[src/logic/cmc_defines.svh]
// Offsets, field positions, reset values and timing counts of the mode control block
`ifndef CMC_DEFINES_SVH
`define CMC_DEFINES_SVH

// Register byte offsets
`define CMC_CTL_OFS        8'h00
`define CMC_STAT_OFS       8'h04
`define CMC_MASK_OFS       8'h10

// Control field width and reset value
`define CMC_CTL_WIDTH      6
`define CMC_CTL_RST        6'h02

// Status field positions
`define CMC_ST_INIT        0
`define CMC_ST_SLEEP       1
`define CMC_ST_ERRF        2
`define CMC_ST_WAKEF       3
`define CMC_ST_SLPF        4
`define CMC_ST_TXING       8
`define CMC_ST_RXING       9
`define CMC_ST_RX_LAST_SAMPLE      10
`define CMC_ST_RXLVL       11
`define CMC_STAT_RST       32'h00000c02

// Mask register: same layout as the sticky status flags
`define CMC_MASK_RST       3'h0

// Recessive bits needed before normal operation
`define CMC_IDLE_BITS      11

`endif

[src/logic/cmc_pkg.sv]
// Types shared by the mode control block
package cmc_pkg;

  // Control bits in register order, bit 5 down to bit 0
  typedef struct packed {
    logic auto_wakeup;
    logic retransmit_disable;
    logic rx_overwrite_disable;
    logic tx_order_select;
    logic sleep_request;
    logic init_request;
  } cmc_ctrl_t;

  // Error conditions reported by the error counter logic, with their enables
  typedef struct packed {
    logic       bus_off;
    logic       passive;
    logic       warning;
    logic       bus_off_en;
    logic       passive_en;
    logic       warning_en;
    logic       code_en;
    logic [2:0] error_code;
  } cmc_err_t;

  typedef enum logic [1:0] {
    ST_NORMAL,
    ST_SLEEP,
    ST_INIT,
    ST_SYNC
  } cmc_mode_t;

endpackage

[src/logic/cmc_mode_control.sv]
// Operating mode control and status of the CAN controller, AHB-Lite register slave
`timescale 1ns/1ps
`default_nettype none
`include "cmc_defines.svh"

// Overview of operation
// (RL1) With auto wakeup set, bus activity ends sleep without software action.
// (RL2) Retransmit disable bit 4: 0 retries failed frames, 1 sends once.
// (RL3) Overwrite disable bit 3: 0 overwrites full FIFO, 1 drops new frame.
// (RL4) Transmit order bit 2: 0 lowest identifier first, 1 queue order.
// (RL5) Sleep request bit 1 enters sleep only after current frame finishes.
// (RL6) Sleep request cleared by software write, or by hardware on auto wakeup.
// (RL7) Init request bit 0: write 1 requests init mode, 0 releases it.
// (RL8) Status bit 10 last sampled receive pin, bit 11 receive level, read only.
// (RL9) Status bit 9 reads 1 while receiving a frame.
// (RL10) Status bit 8 reads 1 while transmitting a frame.
// (RL11) Sleep entry flag, status bit 4, set on entering sleep.
// (RL12) Sleep entry flag cleared by hardware outside sleep, or by writing 1.
// (RL13) Wakeup flag, status bit 3, set on bus activity during sleep.
// (RL14) Wakeup flag cleared only by software writing 1.
// (RL15) Sleep state set on entry; cleared after 11 recessive bits on leaving.
// (RL16) Init state set on entry; cleared after 11 recessive bits on release.
// (RL17) Error flag set by enabled error conditions or codes 1 to 6; write 1 clears.
// (RL18) Writing 0 keeps write-one-to-clear flags; read-only status writes ignored.
module cmc_mode_control
  import cmc_pkg::*;
#(
  parameter int IDLE_BITS = `CMC_IDLE_BITS
) (
  // Clock and reset
  input  wire logic        clk_sys,
  input  wire logic        rst,
  // AHB-Lite slave
  input  wire logic        hsel,
  input  wire logic [7:0]  haddr,
  input  wire logic [1:0]  htrans,
  input  wire logic        hwrite,
  input  wire logic [2:0]  hsize,
  input  wire logic [31:0] hwdata,
  input  wire logic        hready,
  output logic             hreadyout,
  output logic             hresp,
  output logic [31:0]      hrdata,
  // Bus side
  input  wire logic        rx_pin,
  input  wire logic        bit_tick,
  // Protocol engine side
  input  wire logic        frame_rx_busy,
  input  wire logic        frame_tx_busy,
  input  wire cmc_err_t    err_in,
  output cmc_ctrl_t        ctrl_out,
  output cmc_mode_t        mode_out,
  // Interrupt
  output logic             irq
);

  initial begin
    if (IDLE_BITS < 1 || IDLE_BITS > 255) begin
      $error("IDLE_BITS out of range");
    end
  end

  localparam int CW = $clog2(IDLE_BITS + 1);

  cmc_ctrl_t   ctrl_reg;
  cmc_mode_t   mode_reg;
  cmc_mode_t   mode_next;
  logic        from_sleep_reg;
  logic [CW-1:0] idle_cnt_reg;
  logic        rx_lvl_reg;
  logic        rx_last_reg;
  logic        rx_prev_reg;
  logic        rxing_reg;
  logic        txing_reg;
  logic        slp_flag_reg;
  logic        wake_flag_reg;
  logic        err_flag_reg;
  logic [2:0]  mask_reg;
  logic        wr_pend_reg;
  logic [7:0]  addr_reg;
  logic        busy;
  logic        activity;
  logic        auto_wake;
  logic        idle_done;
  logic        sleep_state;
  logic        init_state;
  logic        err_event;
  logic        wr_ctl;
  logic        wr_stat;
  logic        wr_mask;
  logic        acc;
  logic [31:0] status_word;

  //////////////////////////////////////////////////////////////////////////////
  // Bus slave: zero wait states, always OKAY

  assign hreadyout = 1'b1;
  assign hresp     = 1'b0;
  assign acc       = hsel && htrans[1] && hready;

  always_ff @(posedge clk_sys or posedge rst) begin
    if (rst) begin
      wr_pend_reg <= 1'b0;
      addr_reg    <= 8'h00;
    end else begin
      wr_pend_reg <= acc && hwrite;
      addr_reg    <= haddr;
    end
  end

  assign wr_ctl  = wr_pend_reg && (addr_reg == `CMC_CTL_OFS);
  assign wr_stat = wr_pend_reg && (addr_reg == `CMC_STAT_OFS);
  assign wr_mask = wr_pend_reg && (addr_reg == `CMC_MASK_OFS);

  // Read data is captured in the address phase; unmapped addresses read zero
  always_ff @(posedge clk_sys or posedge rst) begin
    if (rst) begin
      hrdata <= 32'h00000000;
    end else if (acc && !hwrite) begin
      case (haddr)
        `CMC_CTL_OFS:  hrdata <= {26'h0000000, ctrl_reg};
        `CMC_STAT_OFS: hrdata <= status_word;
        `CMC_MASK_OFS: hrdata <= {27'h0000000, mask_reg, 2'b00};
        default:       hrdata <= 32'h00000000;
      endcase
    end
  end

  //////////////////////////////////////////////////////////////////////////////
  // Bus observation

  assign busy      = frame_rx_busy || frame_tx_busy;
  // A dominant edge on the line is the wakeup trigger
  assign activity  = rx_prev_reg && !rx_lvl_reg;
  assign auto_wake = (mode_reg == ST_SLEEP) && activity && ctrl_reg.auto_wakeup;
  assign idle_done = bit_tick && rx_lvl_reg && (idle_cnt_reg == CW'(IDLE_BITS - 1));

  always_ff @(posedge clk_sys or posedge rst) begin
    if (rst) begin
      rx_lvl_reg  <= 1'b1;
      rx_prev_reg <= 1'b1;
      rx_last_reg <= 1'b1;
    end else begin
      rx_lvl_reg  <= rx_pin;                        // RL8
      rx_prev_reg <= rx_lvl_reg;
      if (bit_tick) begin
        rx_last_reg <= rx_lvl_reg;                  // RL8
      end
    end
  end

  always_ff @(posedge clk_sys or posedge rst) begin
    if (rst) begin
      rxing_reg <= 1'b0;
      txing_reg <= 1'b0;
    end else begin
      rxing_reg <= frame_rx_busy;                   // RL9
      txing_reg <= frame_tx_busy;                   // RL10
    end
  end

  //////////////////////////////////////////////////////////////////////////////
  // Control register

  // A hardware wakeup clear beats a simultaneous software write of the request
  always_ff @(posedge clk_sys or posedge rst) begin
    if (rst) begin
      ctrl_reg <= cmc_ctrl_t'(`CMC_CTL_RST);
    end else begin
      if (wr_ctl) begin
        ctrl_reg <= cmc_ctrl_t'(hwdata[`CMC_CTL_WIDTH-1:0]);  // RL7
      end
      if (auto_wake) begin
        ctrl_reg.sleep_request <= 1'b0;             // RL6
      end
    end
  end

  assign ctrl_out = ctrl_reg;                       // RL2 RL3 RL4

  //////////////////////////////////////////////////////////////////////////////
  // Mode sequencing

  always_comb begin
    mode_next = mode_reg;
    case (mode_reg)
      ST_NORMAL: begin
        if (!busy && ctrl_reg.init_request) begin
          mode_next = ST_INIT;                      // RL7
        end else if (!busy && ctrl_reg.sleep_request) begin
          mode_next = ST_SLEEP;                     // RL5
        end
      end
      ST_SLEEP: begin
        if (ctrl_reg.init_request) begin
          mode_next = ST_INIT;
        end else if (!ctrl_reg.sleep_request || auto_wake) begin
          mode_next = ST_SYNC;                      // RL1
        end
      end
      ST_INIT: begin
        if (!ctrl_reg.init_request) begin
          mode_next = ctrl_reg.sleep_request ? ST_SLEEP : ST_SYNC;
        end
      end
      ST_SYNC: begin
        if (ctrl_reg.init_request) begin
          mode_next = ST_INIT;
        end else if (ctrl_reg.sleep_request) begin
          mode_next = ST_SLEEP;
        end else if (idle_done) begin
          mode_next = ST_NORMAL;                    // RL15 RL16
        end
      end
      default: mode_next = ST_SLEEP;
    endcase
  end

  always_ff @(posedge clk_sys or posedge rst) begin
    if (rst) begin
      mode_reg       <= ST_SLEEP;
      from_sleep_reg <= 1'b1;
    end else begin
      mode_reg <= mode_next;
      if (mode_reg != ST_SYNC) begin
        from_sleep_reg <= (mode_reg == ST_SLEEP);
      end
    end
  end

  // Any dominant bit restarts the count of recessive bits
  always_ff @(posedge clk_sys or posedge rst) begin
    if (rst) begin
      idle_cnt_reg <= '0;
    end else if (mode_reg != ST_SYNC || (bit_tick && !rx_lvl_reg) || idle_done) begin
      idle_cnt_reg <= '0;
    end else if (bit_tick) begin
      idle_cnt_reg <= idle_cnt_reg + CW'(1);        // RL15 RL16
    end
  end

  assign mode_out    = mode_reg;
  assign sleep_state = (mode_reg == ST_SLEEP) || (mode_reg == ST_SYNC && from_sleep_reg);
  assign init_state  = (mode_reg == ST_INIT) || (mode_reg == ST_SYNC && !from_sleep_reg);

  //////////////////////////////////////////////////////////////////////////////
  // Sticky status flags, set wins over clear

  assign err_event = (err_in.bus_off && err_in.bus_off_en) ||
                     (err_in.passive && err_in.passive_en) ||
                     (err_in.warning && err_in.warning_en) ||
                     (err_in.code_en && err_in.error_code != 3'h0 && err_in.error_code != 3'h7);

  always_ff @(posedge clk_sys or posedge rst) begin
    if (rst) begin
      slp_flag_reg <= 1'b0;
    end else if (mode_next == ST_SLEEP && mode_reg != ST_SLEEP) begin
      slp_flag_reg <= 1'b1;                         // RL11
    end else if (!sleep_state || (wr_stat && hwdata[`CMC_ST_SLPF])) begin
      slp_flag_reg <= 1'b0;                         // RL12 RL18
    end
  end

  always_ff @(posedge clk_sys or posedge rst) begin
    if (rst) begin
      wake_flag_reg <= 1'b0;
    end else if (mode_reg == ST_SLEEP && activity) begin
      wake_flag_reg <= 1'b1;                        // RL13
    end else if (wr_stat && hwdata[`CMC_ST_WAKEF]) begin
      wake_flag_reg <= 1'b0;                        // RL14 RL18
    end
  end

  always_ff @(posedge clk_sys or posedge rst) begin
    if (rst) begin
      err_flag_reg <= 1'b0;
    end else if (err_event) begin
      err_flag_reg <= 1'b1;                         // RL17
    end else if (wr_stat && hwdata[`CMC_ST_ERRF]) begin
      err_flag_reg <= 1'b0;                         // RL17 RL18
    end
  end

  always_ff @(posedge clk_sys or posedge rst) begin
    if (rst) begin
      mask_reg <= `CMC_MASK_RST;
    end else if (wr_mask) begin
      mask_reg <= hwdata[`CMC_ST_SLPF:`CMC_ST_ERRF];
    end
  end

  always_comb begin
    status_word                 = 32'h00000000;
    status_word[`CMC_ST_INIT]   = init_state;      // RL16
    status_word[`CMC_ST_SLEEP]  = sleep_state;     // RL15
    status_word[`CMC_ST_ERRF]   = err_flag_reg;
    status_word[`CMC_ST_WAKEF]  = wake_flag_reg;
    status_word[`CMC_ST_SLPF]   = slp_flag_reg;
    status_word[`CMC_ST_TXING]  = txing_reg;       // RL10
    status_word[`CMC_ST_RXING]  = rxing_reg;       // RL9
    status_word[`CMC_ST_RX_LAST_SAMPLE] = rx_last_reg;     // RL8
    status_word[`CMC_ST_RXLVL]  = rx_lvl_reg;      // RL8
  end

  // A set mask bit silences its flag; reset leaves every flag able to interrupt
  assign irq = |({slp_flag_reg, wake_flag_reg, err_flag_reg} & ~mask_reg);

  //////////////////////////////////////////////////////////////////////////////
  // Assertions

  a_sleep_waits_frame: assert property (@(posedge clk_sys) disable iff (rst) // RL5
    (mode_reg == ST_NORMAL && busy) |=> mode_reg != ST_SLEEP)
    else $error("sleep entered during a frame");

  a_auto_wake_exit: assert property (@(posedge clk_sys) disable iff (rst) // RL1
    auto_wake |=> (mode_reg != ST_SLEEP && !ctrl_reg.sleep_request))
    else $error("auto wakeup did not leave sleep");

  a_init_enter: assert property (@(posedge clk_sys) disable iff (rst) // RL7
    (mode_reg == ST_NORMAL && ctrl_reg.init_request && !busy) |=> init_state)
    else $error("init mode not entered");

  a_idle_exit_count: assert property (@(posedge clk_sys) disable iff (rst) // RL15
    ($past(mode_reg) == ST_SYNC && mode_reg == ST_NORMAL) |->
      ($past(idle_cnt_reg) == CW'(IDLE_BITS - 1) && $past(bit_tick) && $past(rx_lvl_reg)))
    else $error("normal mode reached without recessive idle");

  a_slp_flag_set: assert property (@(posedge clk_sys) disable iff (rst) // RL11
    $rose(mode_reg == ST_SLEEP) |-> slp_flag_reg)
    else $error("sleep entry flag not set");

  a_slp_flag_clr: assert property (@(posedge clk_sys) disable iff (rst) // RL12
    (!sleep_state && mode_next != ST_SLEEP) |=> !slp_flag_reg)
    else $error("sleep entry flag kept outside sleep");

  a_wake_flag_set: assert property (@(posedge clk_sys) disable iff (rst) // RL13
    (mode_reg == ST_SLEEP && activity) |=> wake_flag_reg)
    else $error("wakeup flag not set");

  a_wake_flag_hold: assert property (@(posedge clk_sys) disable iff (rst) // RL14
    (wake_flag_reg && !(wr_stat && hwdata[`CMC_ST_WAKEF])) |=> wake_flag_reg)
    else $error("wakeup flag lost without software clear");

  a_err_flag_set: assert property (@(posedge clk_sys) disable iff (rst) // RL17
    err_event |=> err_flag_reg)
    else $error("error flag not set");

  a_rx_level: assert property (@(posedge clk_sys) disable iff (rst) // RL8
    ##1 status_word[`CMC_ST_RXLVL] == $past(rx_pin))
    else $error("receive level does not follow the pin");

  c_enter_sleep: cover property (@(posedge clk_sys) disable iff (rst)
    mode_reg == ST_NORMAL ##1 mode_reg == ST_SLEEP);

  c_auto_wake: cover property (@(posedge clk_sys) disable iff (rst) auto_wake);

  c_reach_normal: cover property (@(posedge clk_sys) disable iff (rst)
    mode_reg == ST_SYNC ##1 mode_reg == ST_NORMAL);

  c_irq: cover property (@(posedge clk_sys) disable iff (rst) $rose(irq));

endmodule
`default_nettype wire

[config.mk]
export PLATFORM = sky130hd
export DESIGN_NAME = cmc_mode_control
export DESIGN_NICKNAME = d
export VERILOG_FILES = /design/src/logic/cmc_pkg.sv /design/src/logic/cmc_mode_control.sv
export VERILOG_INCLUDE_DIRS = /design/src /design/src/logic
export SDC_FILE = /design/constraint.sdc
export NUM_CORES = 1
export LEC_CHECK = 0
export BUFFER_PORTS_ARGS = -buffer_cell sky130_fd_sc_hd__buf_2
export CELL_PAD_IN_SITES_DETAIL_PLACEMENT = 1
export CELL_PAD_IN_SITES_GLOBAL_PLACEMENT = 2
export CORE_MARGIN = 2
export CORE_UTILIZATION = 28
export CTS_BUF_LIST = sky130_fd_sc_hd__clkbuf_16
export CTS_CLUSTER_DIAMETER = 150
export DETAILED_ROUTE_END_ITERATION = 10
export HOLD_SLACK_MARGIN = 0.15
export PLACE_DENSITY_LB_ADDON = 0.08
export SKIP_LAST_GASP = 1
export SYNTH_ARGS = -nofsm -noshare
export SYNTH_HDL_FRONTEND = slang
export SYNTH_SLANG_ARGS = --single-unit
[constraint.sdc]
create_clock -name clk_sys -period 4.05 [get_ports clk_sys]
set_clock_uncertainty 0.1 [all_clocks]
set_input_delay 0.2025 -clock clk_sys [delete_from_list [all_inputs] [get_ports clk_sys]]
set_output_delay 0.2025 -clock clk_sys [all_outputs]
set_load 0.03 [all_outputs]
==> results by group, run 1 <==
Clocking
  • CTS sink count: 43
  • PostCTS Resize Cnt: 0
  • Setup Fix Bufs, Post-CTS: 0
  • CTS root buf: clkbuf_16
  • Worst skew pair latency: 0.28 ns
  • Clock buffer depth: 2
  • CTS tree: done
  • Post-CTS Hold Buffers: 20
  • Cts bufs inserted: 5
  • CTS clk-pin slew, worst paths: 0.06 ns
  • H-Tree Depth: 2

Drt
  • DR pass1 iterations: 4
  • ANT nets after route: 0
  • Via-per-instance ratio: 4.34
  • DRT Wirelength: slightly above 5000 microns
  • WL per Instance: 14.1 microns
  • Starting DRT DRC Count: 31
  • Via count: 1561
  • DRC: 0

Min path
  • Worst Hold Endpoint: err_flag_reg
  • Hold Path Origin: err_in[3]
  • Hold Path Stages: 3
  • Hold WC Path Type: input pin to register

Worst setup path
  • Crit path max fanout: 13
  • Reg-to-Reg End: ctrl_out[4]
  • Arr. time, crit path: 2.26 ns
  • Data required, critical path: slightly above 4 ns
  • Critical Path End Type: register
  • Worst R2R Path Depth: 3
  • Type of origin of the critical path: input pin
  • FF-to-FF setup slack: between 2 and 2.5 ns
  • CP Class: input pin to register
  • Worst R2R Start: addr_reg[5]

Yosys
  • Sequential-to-total area share from yosys stat: 51.5%
  • Synth Instances: 188
  • Compound-Gate Fraction of Synth Area: 11.0%
  • Cell area after synthesis: 0.00211 sq mm
  • Mux cell area share after synthesis: just under 8%
  • Synth warn: 0
  • Post-synthesis adder-cell area fraction: 1.19%
  • Post-synthesis cell type count: 47
  • Synthesized flop and latch total: 43
  • Xor and xnor area share after synthesis: 0%
  • Syn Area/Cell: 11.2 sq um
  • Main synth FF type: dfrtp_1
  • Combinational family with the most area after synthesis: simple AND/OR/NAND/NOR gates
  • Post-synth EDFFs: 0
  • Simple-gate share of the synthesized area: 16.4%
  • Async SR Flop Fraction: 100%

Floorplanning
  • Count of boundary I/O pins: 107
  • Die area: between 0.008 and 0.009 sq mm
  • Starting Density: roughly 29%
  • Chip width: 90.7 microns
  • Core area: 0.00725 sq mm
  • Die H: 90.7 microns
  • Rows: 31

Final layout
  • Antenna cell count: 0
  • Layout cells sized above 1: 30.3%
  • Nets: about 330
  • Largest register FFs: 10
  • Final Core Density: 37.2%
  • Most common cell after layout, fill and taps aside: buf_2
  • Area Growth Syn to Fin: 28.2%
  • Leading cell types in the layout, fill and taps excluded: 52 x buf_2, 37 x dfrtp_1, 24 x conb_1

Status
  • Status: finished clean

STA
  • Unrepaired setup endpoints after global routing: false
  • Setup TNS: 0 ns
  • Final Worst Setup Slack: 1.89 ns
  • Max frequency: 0.463 GHz
  • Fin. Hold Viols: 0
  • Hold_ws: 0.152 ns
  • Count of final setup violators: 0
  • Least-Margin Pin Slew: about 0.73 ns
  • Max transition margin: just over 50%
  • Fin. max-slew vios: 0
  • Final worst-path cycle share: 53.4%
  • Final min period: 2.16 ns

Power
  • Leakage power total: 1.29 nW
  • VDD IR-drop max: 0.149 mV
  • Cell area power density: 359 mW/mm^2

Global routing
  • First-pass GRT wire length: 8420 microns
  • Largest net degree at the start of global routing: 44
  • Initial antenna violation count: 0
  • Grt total ovfl: 0
  • Gr usage total: 13.0%
  • Number of global-route vias before repair: ~1600

Placement
  • Placed wire-length estimate: 3550 microns
  • Worst slack at placement: 2.00 ns
  • Gpl congestion: 0.711
  • Port Buffer Count: 52

Run
  • Max-cap viol count: 0
cells by family after synthesis:
group	count (synthesis)
muxes	13
adders and majority gates	2
other	2
buffers and inverters	38
DFF	43
and+or+nand+nor	57
AOI/OAI and AO/OA	33
power by group:
| part | switching, W | internal [W] |
|---|---|---|
| sequential | 0.0000153 | 0.000451 |
| clock | 0.000159 | 0.000222 |
| combinational | 0.0000747 | 0.0000473 |
metrics by stage:
| step | power, W | std cells | cell area, sq um |
|---|---|---|---|
| 3_5_place_dp | 0.000583 | 332 | 2360 |
| 3_3_place_gp | 0.000582 | 332 | 2360 |
| 6_report | 0.000970 | 360 | 2700 |
| 4_1_cts | 0.000990 | 360 | 2700 |
| 2_1_floorplan | 0.000564 | 210 | 2190 |
| 5_1_grt | 0.00102 | 360 | 2700 |
routing by layer:
layer  track usage, %  routed length (microns)  vias up
li1                 -                        -      757
met1             17.9                     2400      743
met2             20.0                     2270       57
met3             3.26                      324        4
met4             4.23                       61        0
met5                0                        0        -
cells in the mapped netlist (all sizes together) (3+ instances only):
cell    instances  share of area (%)
o21ai          11                2.6
nor2            5               0.89
nor2b           4                1.2
nor4            3                1.2
dfstp           6                7.5
a31oi           4                1.2
nand2b          4                1.2
a22o            3                1.2
mux2           10                6.4
dfrtp          37                 44
mux2i           3                1.4
nand3           6                1.4
inv             8                1.4
nand2          17                3.0
buf            29                 10
worst max-delay path, cell delays in order:
cell and delay [ns]:
dlygate4sd3_1 0.52, buf_2 0.11, nand4b_1 0.55, nand4bb_1 0.61, o21ai_0 0.26
area by class of cell:
class                      instances  area, sq um
timing repair buffer              73          468
clock inverter                     3         11.3
tap                               99          124
fill                             843         4550
clock buffer                       5          125
inverter                           8         30.0
sequential                        43         1080
multi-input combinational        129          857
how the worst max path moves through the flow:
stage	startpoint	to	slack (ns)	cells past startpoint
2_1_floorplan	mode_out[0]	ctrl_out[1]	2.46	4
5_1_grt	htrans[1]	hrdata[5]	1.74	5
4_1_cts	htrans[1]	hrdata[1]	1.84	5
3_5_place_dp	hwrite	hrdata[1]	2.00	4
3_3_place_gp	hwrite	hrdata[10]	2.08	4
6_report	htrans[1]	hrdata[1]	1.89	5
Note: power is estimated with default switching activity, not from simulation.
==> run 2: changes to the inputs <==
--- a/config.mk
+++ b/config.mk
@@ -10,7 +10,7 @@
 export CELL_PAD_IN_SITES_DETAIL_PLACEMENT = 1
 export CELL_PAD_IN_SITES_GLOBAL_PLACEMENT = 2
 export CORE_MARGIN = 2
-export CORE_UTILIZATION = 28
+export CORE_UTILIZATION = 26
 export CTS_BUF_LIST = sky130_fd_sc_hd__clkbuf_16
 export CTS_CLUSTER_DIAMETER = 150
 export DETAILED_ROUTE_END_ITERATION = 10
==> constraint.sdc (replaced) <==
create_clock -name clk_sys -period 2.2 [get_ports clk_sys]
set_clock_uncertainty 0.1 [all_clocks]
set_input_delay 0.11 -clock clk_sys [delete_from_list [all_inputs] [get_ports clk_sys]]
set_output_delay 0.11 -clock clk_sys [all_outputs]
set_load 0.03 [all_outputs]
==> results by group, run 2 (same netlist as run 1, synthesis figures left out) <==
STA
  • Final worst-path cycle share: 85.0%
  • Fin. Hold Viols: 0 (unchanged)
  • Final min period: 1.87 ns
  • Least-Margin Pin Slew: 0.568 ns (was 0.725 ns)
  • Setup TNS: 0 ns (unchanged)
  • Hold_ws: 0.151 ns (was 0.152 ns)
  • Fin. max-slew vios: 0 (unchanged)
  • Max transition margin: 62.1% (was 51.2%)
  • Max frequency: between 0.5 and 0.6 GHz
  • Count of final setup violators: 0 (unchanged)
  • Unrepaired setup endpoints after global routing: false (unchanged)

Floorplanning
  • Die H: 94.0 microns (was 90.7 microns)
  • Chip width: 94.0 microns (was 90.7 microns)
  • Core area: 0.00777 sq mm (was 0.00725 sq mm)
  • Rows: 32 (was 31)
  • Count of boundary I/O pins: 107 (unchanged)
  • Starting Density: 27.1% (was 29.0%)
  • Die area: 0.00884 sq mm (was 0.00823 sq mm)

Final layout
  • Nets: 330 (was 326)
  • Most common cell after layout, fill and taps aside: buf_2 (unchanged)
  • Largest register FFs: 10 (unchanged)
  • Antenna cell count: 0 (unchanged)
  • Layout cells sized above 1: 30.9% (was 30.3%)
  • Area Growth Syn to Fin: 31.4% (was 28.2%)
  • Leading cell types in the layout, fill and taps excluded: 52 x buf_2, 37 x dfrtp_1, 24 x conb_1 (unchanged)

Clocking
  • H-Tree Depth: 2 (unchanged)
  • CTS clk-pin slew, worst paths: 0.06 ns (about the same)
  • CTS root buf: clkbuf_16 (unchanged)
  • Cts bufs inserted: 5 (unchanged)
  • CTS sink count: 43 (unchanged)
  • Setup Fix Bufs, Post-CTS: 0 (unchanged)
  • Clock buffer depth: 2 (unchanged)
  • Worst skew pair latency: 0.28 ns (about the same)
  • CTS tree: done (unchanged)

Worst setup path
  • Worst path most repeated cell: dlygate4sd3_1
  • Type of origin of the critical path: input pin (unchanged)
  • Cells along the critical path: dlygate4sd3_1 > buf_2 > a222oi_1 > dlygate4sd3_1 > o21ai_0 > a211o_1 (was dlygate4sd3_1 > buf_2 > nand4b_1 > nand4bb_1 > o21ai_0)
  • Data required, critical path: 2.26 ns (was 4.15 ns)
  • CP Class: input pin to register (unchanged)
  • Crit path max fanout: 1 (was 13)
  • Worst path max stage delay: 0.60 ns (was 0.61 ns)
  • Critical Path End Type: register (unchanged)
  • Critical-path top delay cell: dlygate4sd3_1 (was nand4bb_1)
  • Arr. time, crit path: 1.94 ns (was 2.26 ns)

Power
  • Net Switching: 0.000466 W (was 0.000249 W)
  • Comb pwr share: 12.1% (was 12.6%)
  • Net Sw Frac: 24.3% (was 25.7%)
  • Cell area power density: 693 mW/mm^2 (was 359 mW/mm^2)
  • P_int: 0.00145 W (was 0.000721 W)
  • Final Power: 0.00192 W (was 0.000970 W)
  • VDD IR-drop max: 0.373 mV (was 0.149 mV)
  • Clk pwr share: 43.1% (was 39.3%)
  • Leakage power total: 1.31 nW (was 1.29 nW)
  • Register share of total power: 44.8% (was 48.1%)

Drt
  • Via-per-instance ratio: 4.45 (was 4.34)
  • Met2 WL: 2630 microns (was 2270 microns)
  • Max layer used: met4 (unchanged)
  • WL met3: 312 microns (was 324 microns)
  • DRT Wirelength: 5320 microns (was 5060 microns)
  • WL per Instance: 14.5 microns (was 14.1 microns)
  • Starting DRT DRC Count: 49 (was 31)
  • DR pass1 iterations: 4 (unchanged)
  • M1 wire length: 2280 microns (was 2400 microns)
  • DRC: 0 (unchanged)
  • Via count: 1632 (was 1561)
  • ANT nets after route: 0 (unchanged)

Run
  • Max-cap viol count: 0 (unchanged)

Placement
  • Placed wire-length estimate: 3700 microns (was 3550 microns)
  • Port Buffer Count: 52 (unchanged)
  • Gpl congestion: 0.720 (was 0.711)

Global routing
  • First-pass GRT wire length: 8710 microns (was 8420 microns)
  • Gr usage total: 13.1% (was 13.0%)
  • Initial antenna violation count: 0 (unchanged)
  • Number of global-route vias before repair: 1722 (was 1603)
  • Grt total ovfl: 0 (unchanged)
  • Largest net degree at the start of global routing: 44 (unchanged)

Status
  • Status: finished clean (unchanged)

Min path
  • Hold WC Path Type: input pin to register (unchanged)
-- run 2: cell types whose count changed in the layout (fill, tap and decap cells not counted) --
cell	previous run	this run
dlygate4sd3_1	20	23
inv_1	9	8
buf_4	1	2
clkinv_2	0	1
clkinv_1	2	1
bufinv_16	0	1
-- run 2: area by class of cell --
class / instances / area (sq um)
tap: 102 / 128
fill: 918 / 5000
inverter: 8 / 30.0
sequential: 43 / 1080
timing repair buffer: 77 / 505
clock buffer: 5 / 125
clock inverter: 3 / 38.8
multi-input combinational: 129 / 857
-- run 2: per-layer routing --
layer / global-route usage (%) / up-vias
li1: - / 769
met3: 2.97 / 11
met4: 4.59 / 0
met1: 15.4 / 794
met2: 23.2 / 58
met5: 0 / -
-- run 2: critical path: cells and delay by family --
kind                   cells  cell delay, ns
buffers and inverters      3            1.25
AOI/OAI and AO/OA          3            0.58
-- run 2: power by group through the flow --
| stage | logic [W] | clock network (W) | registers [W] |
|---|---|---|---|
| floorplan | 0.000170 | 0 | 0.000868 |
| global placement | 0.000201 | 0 | 0.000873 |
| detailed placement | 0.000203 | 0 | 0.000874 |
| CTS | 0.000235 | 0.000861 | 0.000860 |
| global route | 0.000259 | 0.000887 | 0.000865 |
| finish | 0.000232 | 0.000826 | 0.000860 |
-- run 2: path summary, 6_finish.rpt --
| kind | from | cells past startpoint | slack, ns | to |
|---|---|---|---|---|
| worst max-delay path | err_in[4] | 6 | 0.33 | err_flag_reg |
| worst min-delay path | hwdata[1] | 3 | 0.15 | ctrl_out[1] |
| worst max register to register | addr_reg[5] | 3 | 0.39 | ctrl_out[2] |
| worst min register to register | rx_lvl_reg | 0 | 0.32 | rx_prev_reg |
| max in group asynchronous | rst | 4 | 1.20 | rx_last_reg |
| min in group asynchronous | rst | 4 | 0.42 | addr_reg[5] |
-- run 2: stage by stage --
stage	area [sq um]	instances	setup slack [ns]	util, %
final	2770	367	0.329	35.6
after global routing	2770	367	0.206	35.6
after CTS	2770	367	0.370	35.6
after detailed placement	2370	336	0.360	30.6
after global placement	2370	336	0.373	30.6
after floorplan	2190	210	0.605	-
-- run 2: repair_timing --
action | 4_1_cts | 5_1_grt
hold buffers | 23 | 0
endpoints found under the setup margin | 0 | 0
hold endpoints to repair | 65 | 0
resized for setup | 0 | 0
